--- config.mk ---
export PLATFORM = sky130hd
export DESIGN_NAME = t1_frame_align_slip_control
export DESIGN_NICKNAME = d
export VERILOG_FILES = /design/src/verilog/t1_align_pkg.sv /design/src/verilog/t1_frame_align_slip_control.sv
export SDC_FILE = /design/constraint.sdc
export NUM_CORES = 1
export LEC_CHECK = 0
export BUFFER_PORTS_ARGS = -buffer_cell sky130_fd_sc_hd__buf_4
export CORE_MARGIN = 2
export CORE_UTILIZATION = 50
export CTS_BUF_LIST = sky130_fd_sc_hd__clkbuf_4 sky130_fd_sc_hd__clkbuf_8 sky130_fd_sc_hd__clkbuf_16
export CTS_CLUSTER_SIZE = 28
export DETAILED_ROUTE_END_ITERATION = 8
export GPL_TIMING_DRIVEN = 0
export PLACE_DENSITY = 0.75
export SYNTH_ARGS = -nofsm -noshare
export SYNTH_HDL_FRONTEND = slang
export SYNTH_SLANG_ARGS = --single-unit
--- constraint.sdc ---
create_clock -name sys_clk_i -period 10.8 [get_ports sys_clk_i]
set_input_delay 1.08 -clock sys_clk_i [delete_from_list [all_inputs] [get_ports sys_clk_i]]
set_output_delay 1.08 -clock sys_clk_i [all_outputs]
set_load 0.005 [all_outputs]
--- src/verilog/t1_align_pkg.sv ---
package t1_align_pkg;

  // Register indices; byte address is four times the index
  localparam logic [9:0] REG_IDX_STORE_FMT  = 10'h01C;
  localparam logic [9:0] REG_IDX_SLIP       = 10'h01D;
  localparam logic [9:0] REG_IDX_TROUBLE    = 10'h01E;
  localparam logic [9:0] REG_IDX_ALIGN_FMT  = 10'h020;
  localparam logic [9:0] REG_IDX_ALIGN_IRQ  = 10'h021;
  localparam logic [9:0] REG_IDX_ALIGN_STAT = 10'h022;

  // Field positions
  localparam int STF_SPEEDUP  = 7;
  localparam int STF_INGRESS  = 1;
  localparam int STF_EGRESS   = 0;
  localparam int SLP_EN       = 2;
  localparam int SLP_DIR      = 1;
  localparam int SLP_FLAG     = 0;
  localparam int AFC_OOF_HI   = 7;
  localparam int AFC_OOF_LO   = 6;
  localparam int AFC_ALGO     = 5;
  localparam int AFC_ESF      = 4;
  localparam int AFC_FMS_HI   = 3;
  localparam int AFC_FMS_LO   = 2;
  localparam int AIE_SPEEDUP  = 6;
  localparam int AIE_EN_HI    = 5;
  localparam int AST_FLAG_LO  = 2;
  localparam int AST_MIMIC    = 1;
  localparam int AST_INFRAME  = 0;

  // Event flag order inside the six-bit vectors
  localparam int EV_COFA   = 5;
  localparam int EV_FER    = 4;
  localparam int EV_BEE    = 3;
  localparam int EV_SFE    = 2;
  localparam int EV_MIMIC  = 1;
  localparam int EV_INFR   = 0;

  // Reset values
  localparam logic [7:0] TROUBLE_RESET = 8'hFF;
  localparam logic [7:0] CFG_RESET     = 8'h00;

  // Loss-of-frame windows and thresholds
  localparam logic [3:0] OOF_WIN_4  = 4'h4;
  localparam logic [3:0] OOF_WIN_5  = 4'h5;
  localparam logic [3:0] OOF_WIN_6  = 4'h6;
  localparam logic [3:0] OOF_WIN_DM = 4'hC;
  localparam logic [3:0] OOF_THR_2  = 4'h2;
  localparam logic [3:0] OOF_THR_DM = 4'h4;
  localparam int         OOF_HIST   = 12;

  localparam logic [1:0] SEVERE_COUNT = 2'h2;
  localparam logic [5:0] CRC6_POLY    = 6'h03;
  localparam int         CAND_NUM     = 4;

  typedef enum logic [1:0] {
    FMT_SF  = 2'h0,
    FMT_ESF = 2'h1,
    FMT_DM  = 2'h3,
    FMT_LC  = 2'h2
  } frame_fmt_t;

endpackage : t1_align_pkg

--- src/verilog/t1_frame_align_slip_control.sv ---
`timescale 1ns/10ps
// Contract
// Software keeps both layout selects at zero
// Software keeps test speedup bits at zero
// Slip interrupts only when slip enable set
// Slip flag sets on slip, read clears
// Slip direction: one full, zero empty
// Out of frame substitutes programmable trouble code
// Trouble code sent most significant bit first
// Code write mid-frame corrupts one channel only
// Loss of frame ratio per ratio select
// Data-mux format uses four of twelve
// Algorithm zero: no frame with mimics
// Algorithm one: pick best CRC-6 candidate
// Extended superframe bit selects EXTENDED_SUPERFRAME_SELECT framing
// Mode pair selects SF, data-mux, loop-carrier
// Under EXTENDED_SUPERFRAME_SELECT mode pair sets data link
// Interrupt on new alignment position
// Interrupt on each framing bit error
// Interrupt on format specific bit error
// Interrupt on two errors per superframe
// Mimic flag; interrupt on both edges
// Interrupt on in-frame entry and exit
// Reset clears all aligner interrupt enables
// Aligner event flags clear on read
// Pending enabled interrupt drives output low
// Output held while enabled flag stays set
module t1_frame_align_slip_control (
  // Clock and reset
  input  wire logic                    sys_clk_i,
  input  wire logic                    reset_n_i,
  // AHB-Lite slave
  input  wire logic                    hsel_i,
  input  wire logic [31:0]             haddr_i,
  input  wire logic [1:0]              htrans_i,
  input  wire logic                    hwrite_i,
  input  wire logic [2:0]              hsize_i,
  input  wire logic                    hready_i,
  input  wire logic [31:0]             hwdata_i,
  output logic      [31:0]             hrdata_o,
  output logic                         hreadyout_o,
  output logic                         hresp_o,
  // Framing bit and candidate results
  input  wire logic                    fbit_valid_i,
  input  wire logic                    fbit_err_i,
  input  wire logic                    sync_err_i,
  input  wire logic                    ft_err_i,
  input  wire logic                    sf_start_i,
  input  wire logic                    search_done_i,
  input  wire logic [3:0]              cand_count_i,
  input  wire logic [8:0]              align_pos_i,
  // CRC-6 check stream
  input  wire logic                    crc_bit_valid_i,
  input  wire logic                    crc_bit_i,
  input  wire logic                    crc_sf_end_i,
  input  wire logic [5:0]              crc_rx_i,
  input  wire logic [1:0]              cand_idx_i,
  // Elastic store slips
  input  wire logic                    slip_i,
  input  wire logic                    slip_full_i,
  // Channel data stream
  input  wire logic                    bit_strobe_i,
  input  wire logic                    chan_start_i,
  input  wire logic                    rx_data_i,
  output logic                         ds_data_o,
  // Aligner state and configuration
  output logic                         inframe_o,
  output logic                         oof_o,
  output t1_align_pkg::frame_fmt_t     frame_format_o,
  output logic [1:0]                   dl_mode_o,
  output logic                         mimic_algo_o,
  output logic [1:0]                   best_cand_o,
  output logic                         test_speedup_o,
  output logic                         ingress_layout_o,
  output logic                         egress_layout_o,
  // Interrupt
  output logic                         irq_out_n_o
);
  import t1_align_pkg::*;

  function automatic frame_fmt_t decode_fmt(input logic [7:0] cfg);
    if (cfg[AFC_ESF]) begin
      decode_fmt = FMT_ESF;
    end else if (cfg[AFC_FMS_LO]) begin
      decode_fmt = FMT_DM;
    end else if (cfg[AFC_FMS_HI]) begin
      decode_fmt = FMT_LC;
    end else begin
      decode_fmt = FMT_SF;
    end
  endfunction : decode_fmt

  function automatic logic [3:0] count_low(input logic [11:0] h,
                                           input logic [3:0]  n);
    logic [3:0] c;
    c = 4'h0;
    for (int i = 0; i < OOF_HIST; i++) begin
      if (h[i] && (i < int'(n))) begin
        c = c + 4'h1;
      end
    end
    count_low = c;
  endfunction : count_low

  logic [7:0]  store_fmt_reg;
  logic [7:0]  trouble_reg;
  logic [7:0]  align_fmt_reg;
  logic [7:0]  align_irq_reg;
  logic        slip_en_reg;
  logic        slip_flag_reg;
  logic        slip_dir_reg;
  logic [5:0]  ev_flag_reg;
  logic        inframe_reg;
  logic        mimic_reg;
  logic [8:0]  last_pos_reg;
  logic        pos_known_reg;
  logic [11:0] hist_reg;
  logic [1:0]  sf_err_reg;
  logic [5:0]  crc_reg;
  logic [2:0]  score_reg [CAND_NUM];
  logic [1:0]  best_reg;
  logic [7:0]  shadow_reg;
  logic [2:0]  bit_idx_reg;
  logic        ds_data_reg;
  logic        irq_n_reg;
  logic        wr_pend_reg;
  logic [9:0]  wr_idx_reg;
  logic [31:0] rdata_reg;

  frame_fmt_t  fmt;
  logic        take;
  logic        rd_take;
  logic [9:0]  ad_idx;
  logic        wr_go;
  logic [7:0]  wdata;
  logic        rd_slip;
  logic        rd_stat;
  logic [3:0]  oof_win;
  logic [3:0]  oof_thr;
  logic [11:0] hist_next;
  logic        oof_hit;
  logic        declare;
  logic        crc_bad;
  logic        bee_ev;
  logic        fer_ev;
  logic        sync_ev;
  logic        sfe_ev;
  logic        cofa_ev;
  logic        mimic_now;
  logic [5:0]  ev_set;
  logic [1:0]  best_next;
  logic [5:0]  crc_next;

  // Bus decode; zero wait states, so read data is sampled at address phase
  assign take    = hsel_i && hready_i && htrans_i[1];
  assign rd_take = take && !hwrite_i;
  assign ad_idx  = haddr_i[11:2];
  assign wr_go   = wr_pend_reg;
  assign wdata   = hwdata_i[7:0];
  assign rd_slip = rd_take && (ad_idx == REG_IDX_SLIP);
  assign rd_stat = rd_take && (ad_idx == REG_IDX_ALIGN_STAT);

  assign hreadyout_o = 1'b1;
  assign hresp_o     = 1'b0;
  assign hrdata_o    = rdata_reg;

  always_ff @(posedge sys_clk_i or negedge reset_n_i) begin
    if (!reset_n_i) begin
      wr_pend_reg <= 1'b0;
      wr_idx_reg  <= 10'h000;
    end else begin
      wr_pend_reg <= take && hwrite_i;
      wr_idx_reg  <= ad_idx;
    end
  end

  always_ff @(posedge sys_clk_i or negedge reset_n_i) begin
    if (!reset_n_i) begin
      store_fmt_reg <= CFG_RESET;
      trouble_reg   <= TROUBLE_RESET;
      align_fmt_reg <= CFG_RESET;
      align_irq_reg <= CFG_RESET;
      slip_en_reg   <= 1'b0;
    end else if (wr_go) begin
      if (wr_idx_reg == REG_IDX_STORE_FMT) begin
        store_fmt_reg <= wdata & 8'h83;
      end else if (wr_idx_reg == REG_IDX_SLIP) begin
        slip_en_reg <= wdata[SLP_EN];
      end else if (wr_idx_reg == REG_IDX_TROUBLE) begin
        trouble_reg <= wdata;
      end else if (wr_idx_reg == REG_IDX_ALIGN_FMT) begin
        align_fmt_reg <= wdata & 8'hFC;
      end else if (wr_idx_reg == REG_IDX_ALIGN_IRQ) begin
        align_irq_reg <= wdata & 8'h7F;
      end
    end
  end

  // Unmapped reads return zero
  always_ff @(posedge sys_clk_i or negedge reset_n_i) begin
    if (!reset_n_i) begin
      rdata_reg <= 32'h0000_0000;
    end else if (rd_take) begin
      if (ad_idx == REG_IDX_STORE_FMT) begin
        rdata_reg <= {24'h00_0000, store_fmt_reg};
      end else if (ad_idx == REG_IDX_SLIP) begin
        rdata_reg <= {29'h0000_0000, slip_en_reg, slip_dir_reg,
                      slip_flag_reg};
      end else if (ad_idx == REG_IDX_TROUBLE) begin
        rdata_reg <= {24'h00_0000, trouble_reg};
      end else if (ad_idx == REG_IDX_ALIGN_FMT) begin
        rdata_reg <= {24'h00_0000, align_fmt_reg};
      end else if (ad_idx == REG_IDX_ALIGN_IRQ) begin
        rdata_reg <= {24'h00_0000, align_irq_reg};
      end else if (ad_idx == REG_IDX_ALIGN_STAT) begin
        rdata_reg <= {24'h00_0000, ev_flag_reg, mimic_reg, inframe_reg};
      end else begin
        rdata_reg <= 32'h0000_0000;
      end
    end
  end

  // Slip status; a slip in the read cycle survives the clear
  always_ff @(posedge sys_clk_i or negedge reset_n_i) begin
    if (!reset_n_i) begin
      slip_flag_reg <= 1'b0;
      slip_dir_reg  <= 1'b0;
    end else begin
      if (slip_i) begin
        slip_flag_reg <= 1'b1;
        slip_dir_reg  <= slip_full_i;
      end else if (rd_slip) begin
        slip_flag_reg <= 1'b0;
      end
    end
  end

  // Configuration decode
  assign fmt            = decode_fmt(align_fmt_reg);
  assign frame_format_o = fmt;
  assign dl_mode_o      = (fmt == FMT_ESF) ?
                          align_fmt_reg[AFC_FMS_HI:AFC_FMS_LO] : 2'h0;
  assign mimic_algo_o   = align_fmt_reg[AFC_ALGO];
  // Production test and layout bits are passed out as written
  assign test_speedup_o   = store_fmt_reg[STF_SPEEDUP] |
                            align_irq_reg[AIE_SPEEDUP];
  assign ingress_layout_o = store_fmt_reg[STF_INGRESS];
  assign egress_layout_o  = store_fmt_reg[STF_EGRESS];

  // Loss-of-frame window over recent framing bits
  always_comb begin
    if (fmt == FMT_DM) begin
      oof_win = OOF_WIN_DM;
      oof_thr = OOF_THR_DM;
    end else begin
      oof_thr = OOF_THR_2;
      case (align_fmt_reg[AFC_OOF_HI:AFC_OOF_LO])
        2'h0:    oof_win = OOF_WIN_4;
        2'h1:    oof_win = OOF_WIN_5;
        2'h2:    oof_win = OOF_WIN_6;
        default: oof_win = OOF_WIN_6;
      endcase
    end
  end

  assign hist_next = {hist_reg[10:0], fbit_err_i};
  assign oof_hit   = inframe_reg && fbit_valid_i &&
                     (count_low(hist_next, oof_win) >= oof_thr);

  always_ff @(posedge sys_clk_i or negedge reset_n_i) begin
    if (!reset_n_i) begin
      hist_reg <= 12'h000;
    end else if (!inframe_reg) begin
      hist_reg <= 12'h000;
    end else if (fbit_valid_i) begin
      hist_reg <= hist_next;
    end
  end

  // CRC-6 per candidate, x^6 + x + 1
  always_comb begin
    crc_next = {crc_reg[4:0], 1'b0};
    if (crc_reg[5] ^ crc_bit_i) begin
      crc_next = crc_next ^ CRC6_POLY;
    end
  end

  assign crc_bad = crc_sf_end_i && (crc_reg != crc_rx_i);

  always_ff @(posedge sys_clk_i or negedge reset_n_i) begin
    if (!reset_n_i) begin
      crc_reg <= 6'h00;
    end else if (crc_sf_end_i) begin
      crc_reg <= 6'h00;
    end else if (crc_bit_valid_i) begin
      crc_reg <= crc_next;
    end
  end

  always_comb begin
    best_next = 2'h0;
    for (int i = 1; i < CAND_NUM; i++) begin
      if (score_reg[i] > score_reg[best_next]) begin
        best_next = 2'(i);
      end
    end
  end

  // Scores restart once a search is resolved
  always_ff @(posedge sys_clk_i or negedge reset_n_i) begin
    if (!reset_n_i) begin
      for (int i = 0; i < CAND_NUM; i++) begin
        score_reg[i] <= 3'h0;
      end
      best_reg <= 2'h0;
    end else if (search_done_i) begin
      for (int i = 0; i < CAND_NUM; i++) begin
        score_reg[i] <= 3'h0;
      end
      best_reg <= best_next;
    end else if (crc_sf_end_i && !crc_bad && !inframe_reg &&
                 (score_reg[cand_idx_i] != 3'h7)) begin
      score_reg[cand_idx_i] <= score_reg[cand_idx_i] + 3'h1;
    end
  end

  assign best_cand_o = best_reg;

  // In-frame declaration
  assign mimic_now = !inframe_reg && (cand_count_i > 4'h1);
  always_comb begin
    declare = 1'b0;
    if (search_done_i && !inframe_reg) begin
      if ((fmt == FMT_ESF) && align_fmt_reg[AFC_ALGO]) begin
        declare = (cand_count_i != 4'h0);
      end else begin
        declare = (cand_count_i == 4'h1);
      end
    end
  end

  always_ff @(posedge sys_clk_i or negedge reset_n_i) begin
    if (!reset_n_i) begin
      inframe_reg   <= 1'b0;
      mimic_reg     <= 1'b0;
      last_pos_reg  <= 9'h000;
      pos_known_reg <= 1'b0;
    end else begin
      mimic_reg <= mimic_now;
      if (declare) begin
        inframe_reg   <= 1'b1;
        last_pos_reg  <= align_pos_i;
        pos_known_reg <= 1'b1;
      end else if (oof_hit) begin
        inframe_reg <= 1'b0;
      end
    end
  end

  assign inframe_o = inframe_reg;
  assign oof_o     = !inframe_reg;

  // Error events
  assign fer_ev  = inframe_reg && fbit_valid_i && fbit_err_i;
  assign sync_ev = inframe_reg && (fmt == FMT_DM) && sync_err_i;
  assign cofa_ev = declare && pos_known_reg &&
                   (align_pos_i != last_pos_reg);
  always_comb begin
    case (fmt)
      FMT_ESF: bee_ev = inframe_reg && crc_bad;
      FMT_LC:  bee_ev = inframe_reg && ft_err_i;
      FMT_DM:  bee_ev = fer_ev || sync_ev;
      default: bee_ev = fer_ev;
    endcase
  end

  // Severe count saturates at two so it fires once per superframe
  assign sfe_ev = (sf_err_reg == 2'h1) && (fer_ev || sync_ev);
  always_ff @(posedge sys_clk_i or negedge reset_n_i) begin
    if (!reset_n_i) begin
      sf_err_reg <= 2'h0;
    end else if (sf_start_i) begin
      sf_err_reg <= 2'h0;
    end else if ((fer_ev || sync_ev) && (sf_err_reg != SEVERE_COUNT)) begin
      sf_err_reg <= sf_err_reg + 2'h1;
    end
  end

  always_comb begin
    ev_set           = 6'h00;
    ev_set[EV_COFA]  = cofa_ev;
    ev_set[EV_FER]   = fer_ev;
    ev_set[EV_BEE]   = bee_ev;
    ev_set[EV_SFE]   = sfe_ev;
    ev_set[EV_MIMIC] = mimic_now != mimic_reg;
    ev_set[EV_INFR]  = declare || oof_hit;
  end

  // Set wins over the read clear
  always_ff @(posedge sys_clk_i or negedge reset_n_i) begin
    if (!reset_n_i) begin
      ev_flag_reg <= 6'h00;
    end else if (rd_stat) begin
      ev_flag_reg <= ev_set;
    end else begin
      ev_flag_reg <= ev_flag_reg | ev_set;
    end
  end

  always_ff @(posedge sys_clk_i or negedge reset_n_i) begin
    if (!reset_n_i) begin
      irq_n_reg <= 1'b1;
    end else begin
      irq_n_reg <= !((slip_en_reg && slip_flag_reg) ||
                     (|(ev_flag_reg &
                        align_irq_reg[AIE_EN_HI:0])));
    end
  end

  assign irq_out_n_o = irq_n_reg;

  // Trouble code substitution; code is snapped per channel
  always_ff @(posedge sys_clk_i or negedge reset_n_i) begin
    if (!reset_n_i) begin
      shadow_reg  <= TROUBLE_RESET;
      bit_idx_reg <= 3'h7;
      ds_data_reg <= 1'b1;
    end else begin
      if (chan_start_i) begin
        shadow_reg <= trouble_reg;
      end
      if (bit_strobe_i) begin
        if (chan_start_i) begin
          ds_data_reg <= inframe_reg ? rx_data_i :
                         trouble_reg[7];
          bit_idx_reg <= 3'h6;
        end else begin
          ds_data_reg <= inframe_reg ? rx_data_i :
                         shadow_reg[bit_idx_reg];
          bit_idx_reg <= bit_idx_reg - 3'h1;
        end
      end else if (chan_start_i) begin
        bit_idx_reg <= 3'h7;
      end
    end
  end

  assign ds_data_o = ds_data_reg;

endmodule : t1_frame_align_slip_control
==> results of run 1 <==
==> kinds of logic (layout without fill, tap and decap cells) <==
logic type | count (synthesis) | after routing
XOR/XNOR | 52 | 52
flip-flops | 110 | 110
AO/OA/AOI/OAI | 112 | 112
AND/OR/NAND/NOR | 202 | 202
adder cells (fa/ha/maj) | 32 | 32
multiplexers | 86 | 86
buffers and inverters | 89 | 181
other | 2 | 26
==> metrics by stage <==
stage	cells	power [mW]
floorplan	709	0.787
global placement	964	0.884
detailed placement	964	0.904
CTS	980	1.26
global route	981	1.32
finish	981	1.25
==> cells in the mapped netlist (all sizes together), types with 9 or more instances <==
| master | count | area, µm² |
|---|---|---|
| dfrtp | 89 | 2230 |
| nor2 | 64 | 240 |
| nand2 | 51 | 191 |
| mux2 | 43 | 484 |
| buf | 38 | 262 |
| mux2i | 38 | 380 |
| inv | 34 | 128 |
| ha | 32 | 400 |
| xnor2 | 28 | 260 |
| a21oi | 22 | 114 |
| dfstp | 21 | 552 |
| xor2 | 20 | 194 |
| clkbuf | 17 | 65.1 |
| o21ai | 16 | 80.1 |
| nand3 | 13 | 65.1 |
| nor2b | 13 | 81.3 |
| and3 | 9 | 56.3 |
==> cell type report <==
cell class	instances	share of cell area (%)
multi-input combinational	510	47.1
sequential	110	33.7
timing repair buffer	76	7.20
buffer	55	3.96
clock buffer	11	2.99
tap	180	2.73
inverter	34	1.55
clock inverter	5	0.773
==> critical path: cells and delay by family <==
kind	cells	cell delay, ns
AOI/OAI and AO/OA	11	2.28
xor gates and xnor gates	6	1.07
adders and majority gates	7	1.90
buffers and inverters	3	0.41
and+or+nand+nor	10	1.22
==> layer usage <==
| metal | share of wire (%) | wire length, µm | vias to the layer above | track usage [%] |
|---|---|---|---|---|
| met1 | 44 | 7150 | 2715 | 29.6 |
| met5 | 0 | 0 | - | 0 |
| met2 | 50 | 8180 | 164 | 38.8 |
| li1 | - | - | 2592 | - |
| met3 | 4.9 | 811 | 17 | 3.90 |
| met4 | 1.7 | 271 | 0 | 7.40 |
==> where the power goes <==
group	switching (mW)	total (mW)	internal [mW]
clock network	0.159	0.351	0.192
registers	0.0371	0.500	0.463
logic	0.211	0.400	0.189
total	0.407	1.25	0.843
==> final timing paths <==
check                              startpoint             end  slack [ns]
worst max-delay path               fbit_err_i  ev_flag_reg[0]        3.09
worst min-delay path            shadow_reg[7]   shadow_reg[7]        0.47
worst max register to register    hist_reg[0]  ev_flag_reg[0]        3.45
worst min register to register  shadow_reg[7]   shadow_reg[7]        0.47
max in group asynchronous           reset_n_i   shadow_reg[6]        9.51
min in group asynchronous           reset_n_i     hist_reg[2]        0.58
==> out/qor.txt, run 1 <==
Slowest CP cell - a2111oi_2
Row Count - 43
Element type at the critical path end - flop
Status - complete, no violations
Vias in the first global route - 5505
Commonest register cell after synthesis - dfrtp_1
IO Port Bufs - 75
Post-CTS Resized - 0
Unrepaired setup endpoints after global routing - false
Drt drc - 0
Mapped cell area - 7030 µm²
Nets - 937
Routed len/inst - 16.7 µm
Most used cell, CP - ha_1
Critical Setup Path Class - in -> reg
Hold Buf Count CTS - 0
Clk root buf - clkbuf_16
Main combinational cell family by area after synthesis - simple AND/OR/NAND/NOR gates
Fraction of layout cells with a size suffix above 1 - 27.8%
Detailed Route WL - 16400 µm
Final Cycle Share - 71.4%
Asr flop ratio synth - 100%
Total number of vias - 5488
Final setup TNS - 0 ns
CP arrival - 7.95 ns
Commonest non-fill, non-tap cell in the layout - buf_4
F_max - 0.130 GHz
Multi-input logic area - 3890 µm²
Compound-cell area share of the yosys netlist - 11.8%
HP Class - reg -> reg
CTS tree - yes
Post-Synth XOR/XNOR Area - 7.83%
Antenna-violating nets left - 0
Sinks on Clock Net - 110
Layout fillers - 1133
DR vias/cell - 5.59
CTS Buf Count - 9
Clk_skew - 0.00561 ns
Worst Path Max Fanout - 7
Worst Path Required - 11.04 ns
WHS - 0.474 ns
Clock tree buffer depth - 2
Final Hold Vio Count - 0
Min Tclk post-route - 7.71 ns
Detail Placement HPWL - 12200 µm
Avg Inst Size Synth - 10.3 µm²
Clock latency on the worst-skew pair - 0.36 ns
Synth cell types - 81
DRT Pass-1 Iters - 5
Register area - 2780 µm²
Boundary pin count - 157
Number of synthesized register bits - 110
Largest net degree at the start of global routing - 111
Worst r2r path cells - 36
Multiplexer share of the synthesized area - 13.9%
Max cap viols - 0
Static Leak - 3.77 nW
Final setup violation count - 0
Seq/Total Area, Yosys - 39.5%
Initial antenna violation count - 0
Synth Area in Adders - 5.69%
Slew headroom - 27.6%
Setup ws final - 3.09 ns
Grt ovf - 0
Util after Layout - 59.7%
Die H - 123 µm
Core area - 13800 µm²
CTS H-tree lvls - 3
Synth-to-Final Area Change - 17.3%
Initial core utilization - 50.9%
Fin area - 8250 µm²
Die area - 15000 µm²
Cells after synthesis - 685
Initial detailed-routing violation count - 362
Global-route wire length before repair - 26900 µm
# diodes - 0
Synth warn - 0
Final GP Congestion - 0.919
Hold Path Depth - 2
Commonest non-fill, non-tap cells in the layout - buf_4, dfrtp_1, nor2_1, nand2_1, mux2_2
Place WS - 2.75 ns
Worst vdd ir - 0.0753 mV
EDFF count, synth - 0
Die Width - 123 µm
Worst-path clk slew - 0.07 ns
Largest register FFs - 12
Max stage delay on crit path - 0.48 ns
DP Area - 7910 µm²
Post CTS Setup Buffer Count - 0
Worst Tran Pin Value - 1.08 ns
CP startpoint kind - primary input
Total track usage - 22.8%
Final Max Tran Viols - 0
PD cells - 152 nW/µm²
Simple-Gate Fraction of Synth Area - 14.7%
Note: power is estimated with default switching activity, not from simulation.
==> inputs of run 2 (changes only) <==
- ABC_AREA: not set -> 1
- clock period: 10.8 -> 8 ns (I/O delays scaled with it)
==> run 2 against run 1 <==
Compared with the run above:
- global-route usage shrank 0.78 points
- first-iteration DRC count shrank 16%
- non-clock buffer count is 12 lower
- clock-buffer cell count increased by 1
- critical path depth increased by 1
- largest cell class unchanged
==> out/qor.txt, run 2 <==
Status - complete, no violations
Largest net degree at the start of global routing - 111 (unchanged)
Top post-synthesis cells by area - dfrtp_1, nand2_1, dfstp_2
Worst vdd ir - 0.138 mV (+84%)
Commonest non-fill, non-tap cell in the layout - nand2_1
Cells after synthesis - 889 (+30%)
Pint - 1.04 mW (+23%)
Worst r2r path cells - 37 (+2.8%)
Max stage delay on crit path - 0.31 ns (-0.17 ns)
Die H - 121 µm (-1.6%)
Clock tree buffer depth - 2 (unchanged)
Post CTS Setup Buffer Count - 0 (unchanged)
Final Non-Filler Cells - 1186 (+21%)
Clk root buf - clkbuf_16
Post-CTS Resized - 0 (unchanged)
Synth cell types - 44 (-46%)
Nets - 1146 (+22%)
WHS - 0.387 ns (-0.0876 ns)
P_sw - 0.525 mW (+29%)
Asr flop ratio synth - 100% (unchanged)
Static Leak - 4.21 nW (+12%)
Element type at the critical path end - flop
PD cells - 194 nW/µm² (+28%)
Total track usage - 22.0% (-0.78 points)
Placed insts - 1169 (+21%)
Avg Inst Size Synth - 7.66 µm² (-25%)
Worst-path clk slew - 0.07 ns (about the same)
Slew headroom - 29.9% (+2.4 points)
CP arrival - 6.55 ns (-1.40 ns)
Detailed Route WL - 15300 µm (-6.6%)
Hold Buf Count CTS - 0 (unchanged)
Max cap viols - 0 (unchanged)
HP Class - in -> async
Drt drc - 0 (unchanged)
R2r startpoint - hist_reg[0]
Yosys top cell area share - 32.7% (+1.0 points)
Total number of vias - 6009 (+9.5%)
CTS Buf Count - 9 (unchanged)
EDFF count, synth - 0 (unchanged)
CTS tree - yes
Die Width - 121 µm (-1.6%)
Clk_skew - 0.00759 ns (+0.00198 ns)
Synth-to-Final Area Change - 18.3%
DR vias/cell - 5.07 (-9.4%)
Routed len/inst - 12.9 µm (-23%)
Row Count - 42 (-2.3%)
Initial detailed-routing violation count - 303 (-16%)
Sequential share of power - 41.7% (+1.7 points)
Vias in the first global route - 5607 (+1.9%)
Min Tclk post-route - 6.27 ns
Final Cycle Share - 78.4%
Worst Path Required - 8.28 ns (-2.76 ns)
Final setup TNS - 0 ns (unchanged)
Antenna-violating nets left - 0 (unchanged)
Commonest register cell after synthesis - dfrtp_1
Initial antenna violation count - 0 (unchanged)
Most instantiated library cell after synthesis - nand2_1
Number of synthesized register bits - 110 (unchanged)
Clock Power Share - 29.1% (+1.1 points)
Slowest CP cell - or2_2
Boundary pin count - 157 (unchanged)
Final GP Congestion - 0.899 (-2.1%)
Seq/Total Area, Yosys - 40.8% (+1.3 points)
Worst reg2reg setup slack - 1.86 ns (-1.59 ns)
Switching share of power - 33.6% (+1.1 points)
Final Max Tran Viols - 0 (unchanged)
Final setup violation count - 0 (unchanged)
Sinks on Clock Net - 110 (unchanged)
DRT Pass-1 Iters - 5 (unchanged)
# diodes - 0 (unchanged)
Initial core utilization - 51.2% (+0.34 points)
Global-route wire length before repair - 26000 µm (-3.4%)
Unrepaired setup endpoints after global routing - false
F_max - 0.160 GHz
Mapped cell area - 6810 µm² (-3.2%)
CP startpoint kind - primary input
Critical Setup Path Class - in -> reg
Core area - 13300 µm² (-3.8%)
Synth warn - 0 (unchanged)
Die area - 14600 µm² (-3.1%)
Most used cell, CP - nand2_1
Grt ovf - 0 (unchanged)
Total power - 1.56 mW (+25%)
Worst Path Max Fanout - 4 (-3)
Synth cell count leaders - nand2_1, inv_1, dfrtp_1
FF-to-FF End - inframe_o
Clock latency on the worst-skew pair - 0.35 ns (about the same)
IO Port Bufs - 80 (+6.7%)
Commonest non-fill, non-tap cells in the layout - nand2_1, inv_1, buf_4, dfrtp_1, o21ai_0
Detail Placement HPWL - 11900 µm (-2.5%)
Final Hold Vio Count - 0 (unchanged)
Fraction of layout cells with a size suffix above 1 - 18.7% (-9.1 points)
Worst Tran Pin Value - 1.04 ns (-0.0363 ns)
Largest register FFs - 12 (unchanged)
CTS H-tree lvls - 3 (unchanged)
Util after Layout - 60.6% (+0.90 points)
Cell taking the most area after synthesis - dfrtp_1
Combinational Power Share - 29.2% (-2.8 points)
## run 2: cell types whose count changed after synthesis, sizes merged, moves of 7 or more
cell	previous run	this run
a21o	8	0
and3	9	0
buf	38	26
inv	34	134
mux2	43	0
mux2i	38	2
nand2	51	244
nand3	13	57
nor2b	13	0
o21ai	16	73
o22ai	5	22
xnor2	28	9
xor2	20	13
## run 2: worst max-delay path by stage
stage	endpoint	from	depth (start not counted)
floorplan	inframe_o	fbit_err_i	38
global placement	inframe_o	fbit_err_i	38
detailed placement	inframe_o	fbit_err_i	38
CTS	inframe_o	fbit_err_i	38
global route	inframe_o	fbit_err_i	38
finish	inframe_o	fbit_err_i	38
## run 2: cell families after synthesis
logic type      after synthesis  share of synthesized area [%]
mux                           2                          0.294
buf+inv                     172                           10.9
flops                       110                           40.8
fa+ha+maj                    32                           5.88
simple gates                400                           26.0
xor+xnor                     22                           2.83
other cells                   2                          0.110
compound gates              149                           13.2
## run 2: area by class of cell
cell class / count / area [µm²]
plain buffers: 38 / 240
clock buffers: 12 / 272
clock inverters: 4 / 33.8
repair buffers: 81 / 632
fillers: 1164 / 5240
inverters: 134 / 503
multi-input cells: 631 / 3380
well taps: 176 / 220
flip-flops and latches: 110 / 2780
## run 2: worst max-delay path, delay by kind of cell
| family | cells | cell delay, ns |
|---|---|---|
| adders and majority gates | 7 | 1.92 |
| and+or+nand+nor | 17 | 1.91 |
| AOI/OAI and AO/OA | 5 | 0.93 |
| xor gates and xnor gates | 4 | 0.53 |
| buffers and inverters | 5 | 0.44 |
## run 2: power by group through the flow
stage                     clock network [mW]  registers (mW)  logic, mW
after floorplan                            0           0.649      0.335
after global placement                     0           0.660      0.439
after detailed placement                   0           0.661      0.456
after CTS                              0.462           0.651      0.458
after global routing                   0.483           0.658      0.533
final                                  0.454           0.651      0.456
## run 2: metrics by stage
step / setup WS (ns) / cell area, µm²
CTS: 1.73 / 8030
detailed placement: 1.38 / 7720
global placement: 1.49 / 7720
floorplan: 2.12 / 6900
global route: 1.07 / 8060
finish: 1.73 / 8060
## run 2: metal layers
layer / vias up / wire (µm) / global-route usage, % / part of all wire [%]
li1: 3079 / - / - / -
met3: 15 / 923 / 4.72 / 6.0
met4: 0 / 165 / 4.65 / 1.1
met1: 2771 / 7180 / 30.3 / 47
met2: 144 / 7050 / 36.0 / 46
met5: - / 0 / 0 / 0
==> inputs of run 3 (changes only) <==
- ABC_AREA: 1 -> 0
- clock period: 8 -> 5.9 ns (I/O delays scaled with it)
==> run 3 against run 2 <==
Compared with the run above:
- the flow now finishes with violations (negative setup slack)
- non-clock buffer count is 39 higher
- first-iteration DRC count is 27% lower
- combinational power is 130% higher
- utilization is 3.6 points higher
- total power is 68% higher
- clock power is 48% higher
- worst hold slack worse by 0.37 ns
==> out/qor.txt, run 3 (synthesis results as in run 1) <==
Status - finished, violations left
Failing checks - negative setup slack
Clock tree buffer depth - 2 (unchanged)
HP Class - in -> async
IO Port Bufs - 75 (-6.3%)
Clock Power Share - 25.7% (-3.4 points)
Slew headroom - 36.6% (+6.7 points)
Core area - 13800 µm² (+4.0%)
Global-route wire length before repair - 27000 µm (+3.9%)
Detailed Route WL - 17100 µm (+12%)
Static Leak - 4.00 nW (-5.0%)
Initial detailed-routing violation count - 220 (-27%)
Largest register FFs - 12 (unchanged)
Pint - 1.76 mW (+70%)
Nets - 964 (-16%)
F_max - 0.157 GHz
Worst Path Required - 6.14 ns (-2.14 ns)
Element type at the critical path end - flop
Total track usage - 22.9% (+0.90 points)
Worst vdd ir - 0.192 mV (+39%)
Final setup violation count - 2 (+2)
GR Util met2 - 39.2% (+3.3 points)
Clk root buf - clkbuf_16
Worst-path clk slew - 0.07 ns (about the same)
Initial core utilization - 50.9% (-0.34 points)
CTS H-tree lvls - 3 (unchanged)
Total number of vias - 5624 (-6.4%)
Final GP Congestion - 0.891 (-0.89%)
Final Hold Vio Count - 0 (unchanged)
Slowest CP cell - dfrtp_2
Routed len/inst - 17.0 µm (+31%)
Die Width - 123 µm (+1.6%)
Die area - 15000 µm² (+3.2%)
Unrepaired setup endpoints after global routing - true
# diodes - 0 (unchanged)
DRT Pass-1 Iters - 4 (-1)
Row Count - 43 (+2.4%)
Most used cell, CP - ha_4
Commonest non-fill, non-tap cell in the layout - buf_4
Antenna-violating nets left - 0 (unchanged)
Setup ws final - -0.459 ns (-2.19 ns)
Worst Path Max Fanout - 4 (unchanged)
Min Tclk post-route - 6.36 ns
Synth-to-Final Area Change - 26.2%
DR vias/cell - 5.58 (+10%)
Worst Tran Pin Value - 0.943 ns (-0.0984 ns)
Drt drc - 0 (unchanged)
Final Max Tran Viols - 0 (unchanged)
Commonest non-fill, non-tap cells in the layout - buf_4, dfrtp_1, nor2_1, nand2_1, mux2_2
Clock latency on the worst-skew pair - 0.36 ns (about the same)
Place WS - -1.22 ns (-2.61 ns)
Boundary pin count - 157 (unchanged)
M1 GR Usage - 29.4% (-0.94 points)
Detail Placement HPWL - 12200 µm (+2.1%)
PD cells - 295 nW/µm² (+52%)
CTS tree - yes
GR Util met3 - 4.14% (-0.58 points)
P_sw - 0.854 mW (+63%)
CP startpoint kind - flop
Combinational Power Share - 39.2% (+10 points)
Switching share of power - 32.6% (-0.99 points)
Clk_skew - 0.00709 ns (-0.000503 ns)
Critical Setup Path Class - reg -> reg
Vias in the first global route - 5559 (-0.86%)
Fin area - 8880 µm² (+10%)
Max stage delay on crit path - 0.46 ns (+0.15 ns)
DP Area - 8010 µm² (+3.8%)
Fraction of layout cells with a size suffix above 1 - 35.5% (+17 points)
Max cap viols - 0 (unchanged)
Grt peak-use layer - met2
CP arrival - 6.60 ns (+0.05 ns)
Final Cycle Share - 108%
CTS Buf Count - 9 (unchanged)
Die H - 123 µm (+1.6%)
Sequential share of power - 35.1% (-6.6 points)
Largest net degree at the start of global routing - 111 (unchanged)
Initial antenna violation count - 0 (unchanged)
Grt ovf - 0 (unchanged)
Sinks on Clock Net - 110 (unchanged)
run 3: layout make-up:
type | instances | area [µm²]
Fill cell | 1106 | 4950
Multi-Input combinational cell | 510 | 4260
Sequential cell | 110 | 2780
Timing Repair Buffer | 104 | 816
Buffer | 54 | 328
Clock buffer | 10 | 233
Tap cell | 180 | 225
Inverter | 34 | 143
Clock inverter | 6 | 92.6
run 3: critical path: cells and delay by family, from the launching register on:
family | cells | cell delay, ns
xor+xnor | 4 | 0.52
compound gates | 9 | 1.71
mux | 2 | 0.41
fa+ha+maj | 7 | 1.85
buf+inv | 3 | 0.30
flops | 1 | 0.46
simple gates | 8 | 1.00
run 3: metal layers:
metal | wire length [µm] | part of all wire (%)
met5 | 0 | 0
met4 | 268 | 1.6
met3 | 901 | 5.3
met2 | 8740 | 51
met1 | 7190 | 42
run 3: worst paths after layout:
| check | start | to | slack (ns) | cells past startpoint |
|---|---|---|---|---|
| setup / recovery | hist_reg[0] | ev_flag_reg[0] | -0.46 | 33 |
| hold / removal | reset_n_i | wr_idx_reg[6] | 0.01 | 1 |
| hold reg to reg | pos_known_reg | pos_known_reg | 0.48 | 1 |
| setup reg to reg | hist_reg[0] | ev_flag_reg[0] | -0.46 | 33 |
| min in group sys_clk_i | haddr_i[8] | wr_idx_reg[6] | 0.34 | 1 |
| max in group asynchronous | reset_n_i | trouble_reg[3] | 5.19 | 2 |
run 3: repair_timing:
| item | in CTS | in global routing |
|---|---|---|
| endpoints found under the setup margin | 2 | 2 |
| pin swaps | 28 | 26 |
| buffers inserted | 20 | 9 |
| gates resized for setup | 32 | 21 |
| hold buffers | 0 | 0 |
run 3: power groups by stage:
stage          Sequential [mW]  Combinational, mW  Clock, mW
4_1_cts                  0.917              0.912      0.678
3_3_place_gp             0.923              0.723          0
5_1_grt                  0.928               1.12      0.708
6_report                 0.918               1.03      0.672
2_1_floorplan            0.907              0.568          0
3_5_place_dp             0.931              0.756          0
run 3: through the flow:
step / hold WS, ns / cells / power (mW) / util [%] / setup TNS [ns]
3_3_place_gp: 0.451 / 964 / 1.65 / 57.9 / -1.83
3_5_place_dp: 0.458 / 964 / 1.69 / 57.9 / -2.40
2_1_floorplan: 0.294 / 709 / 1.47 / - / -0.571
5_1_grt: 0.00441 / 1008 / 2.75 / 64.2 / -1.50
4_1_cts: 0.334 / 999 / 2.51 / 62.6 / -0.750
6_report: 0.0132 / 1008 / 2.62 / 64.2 / -0.909
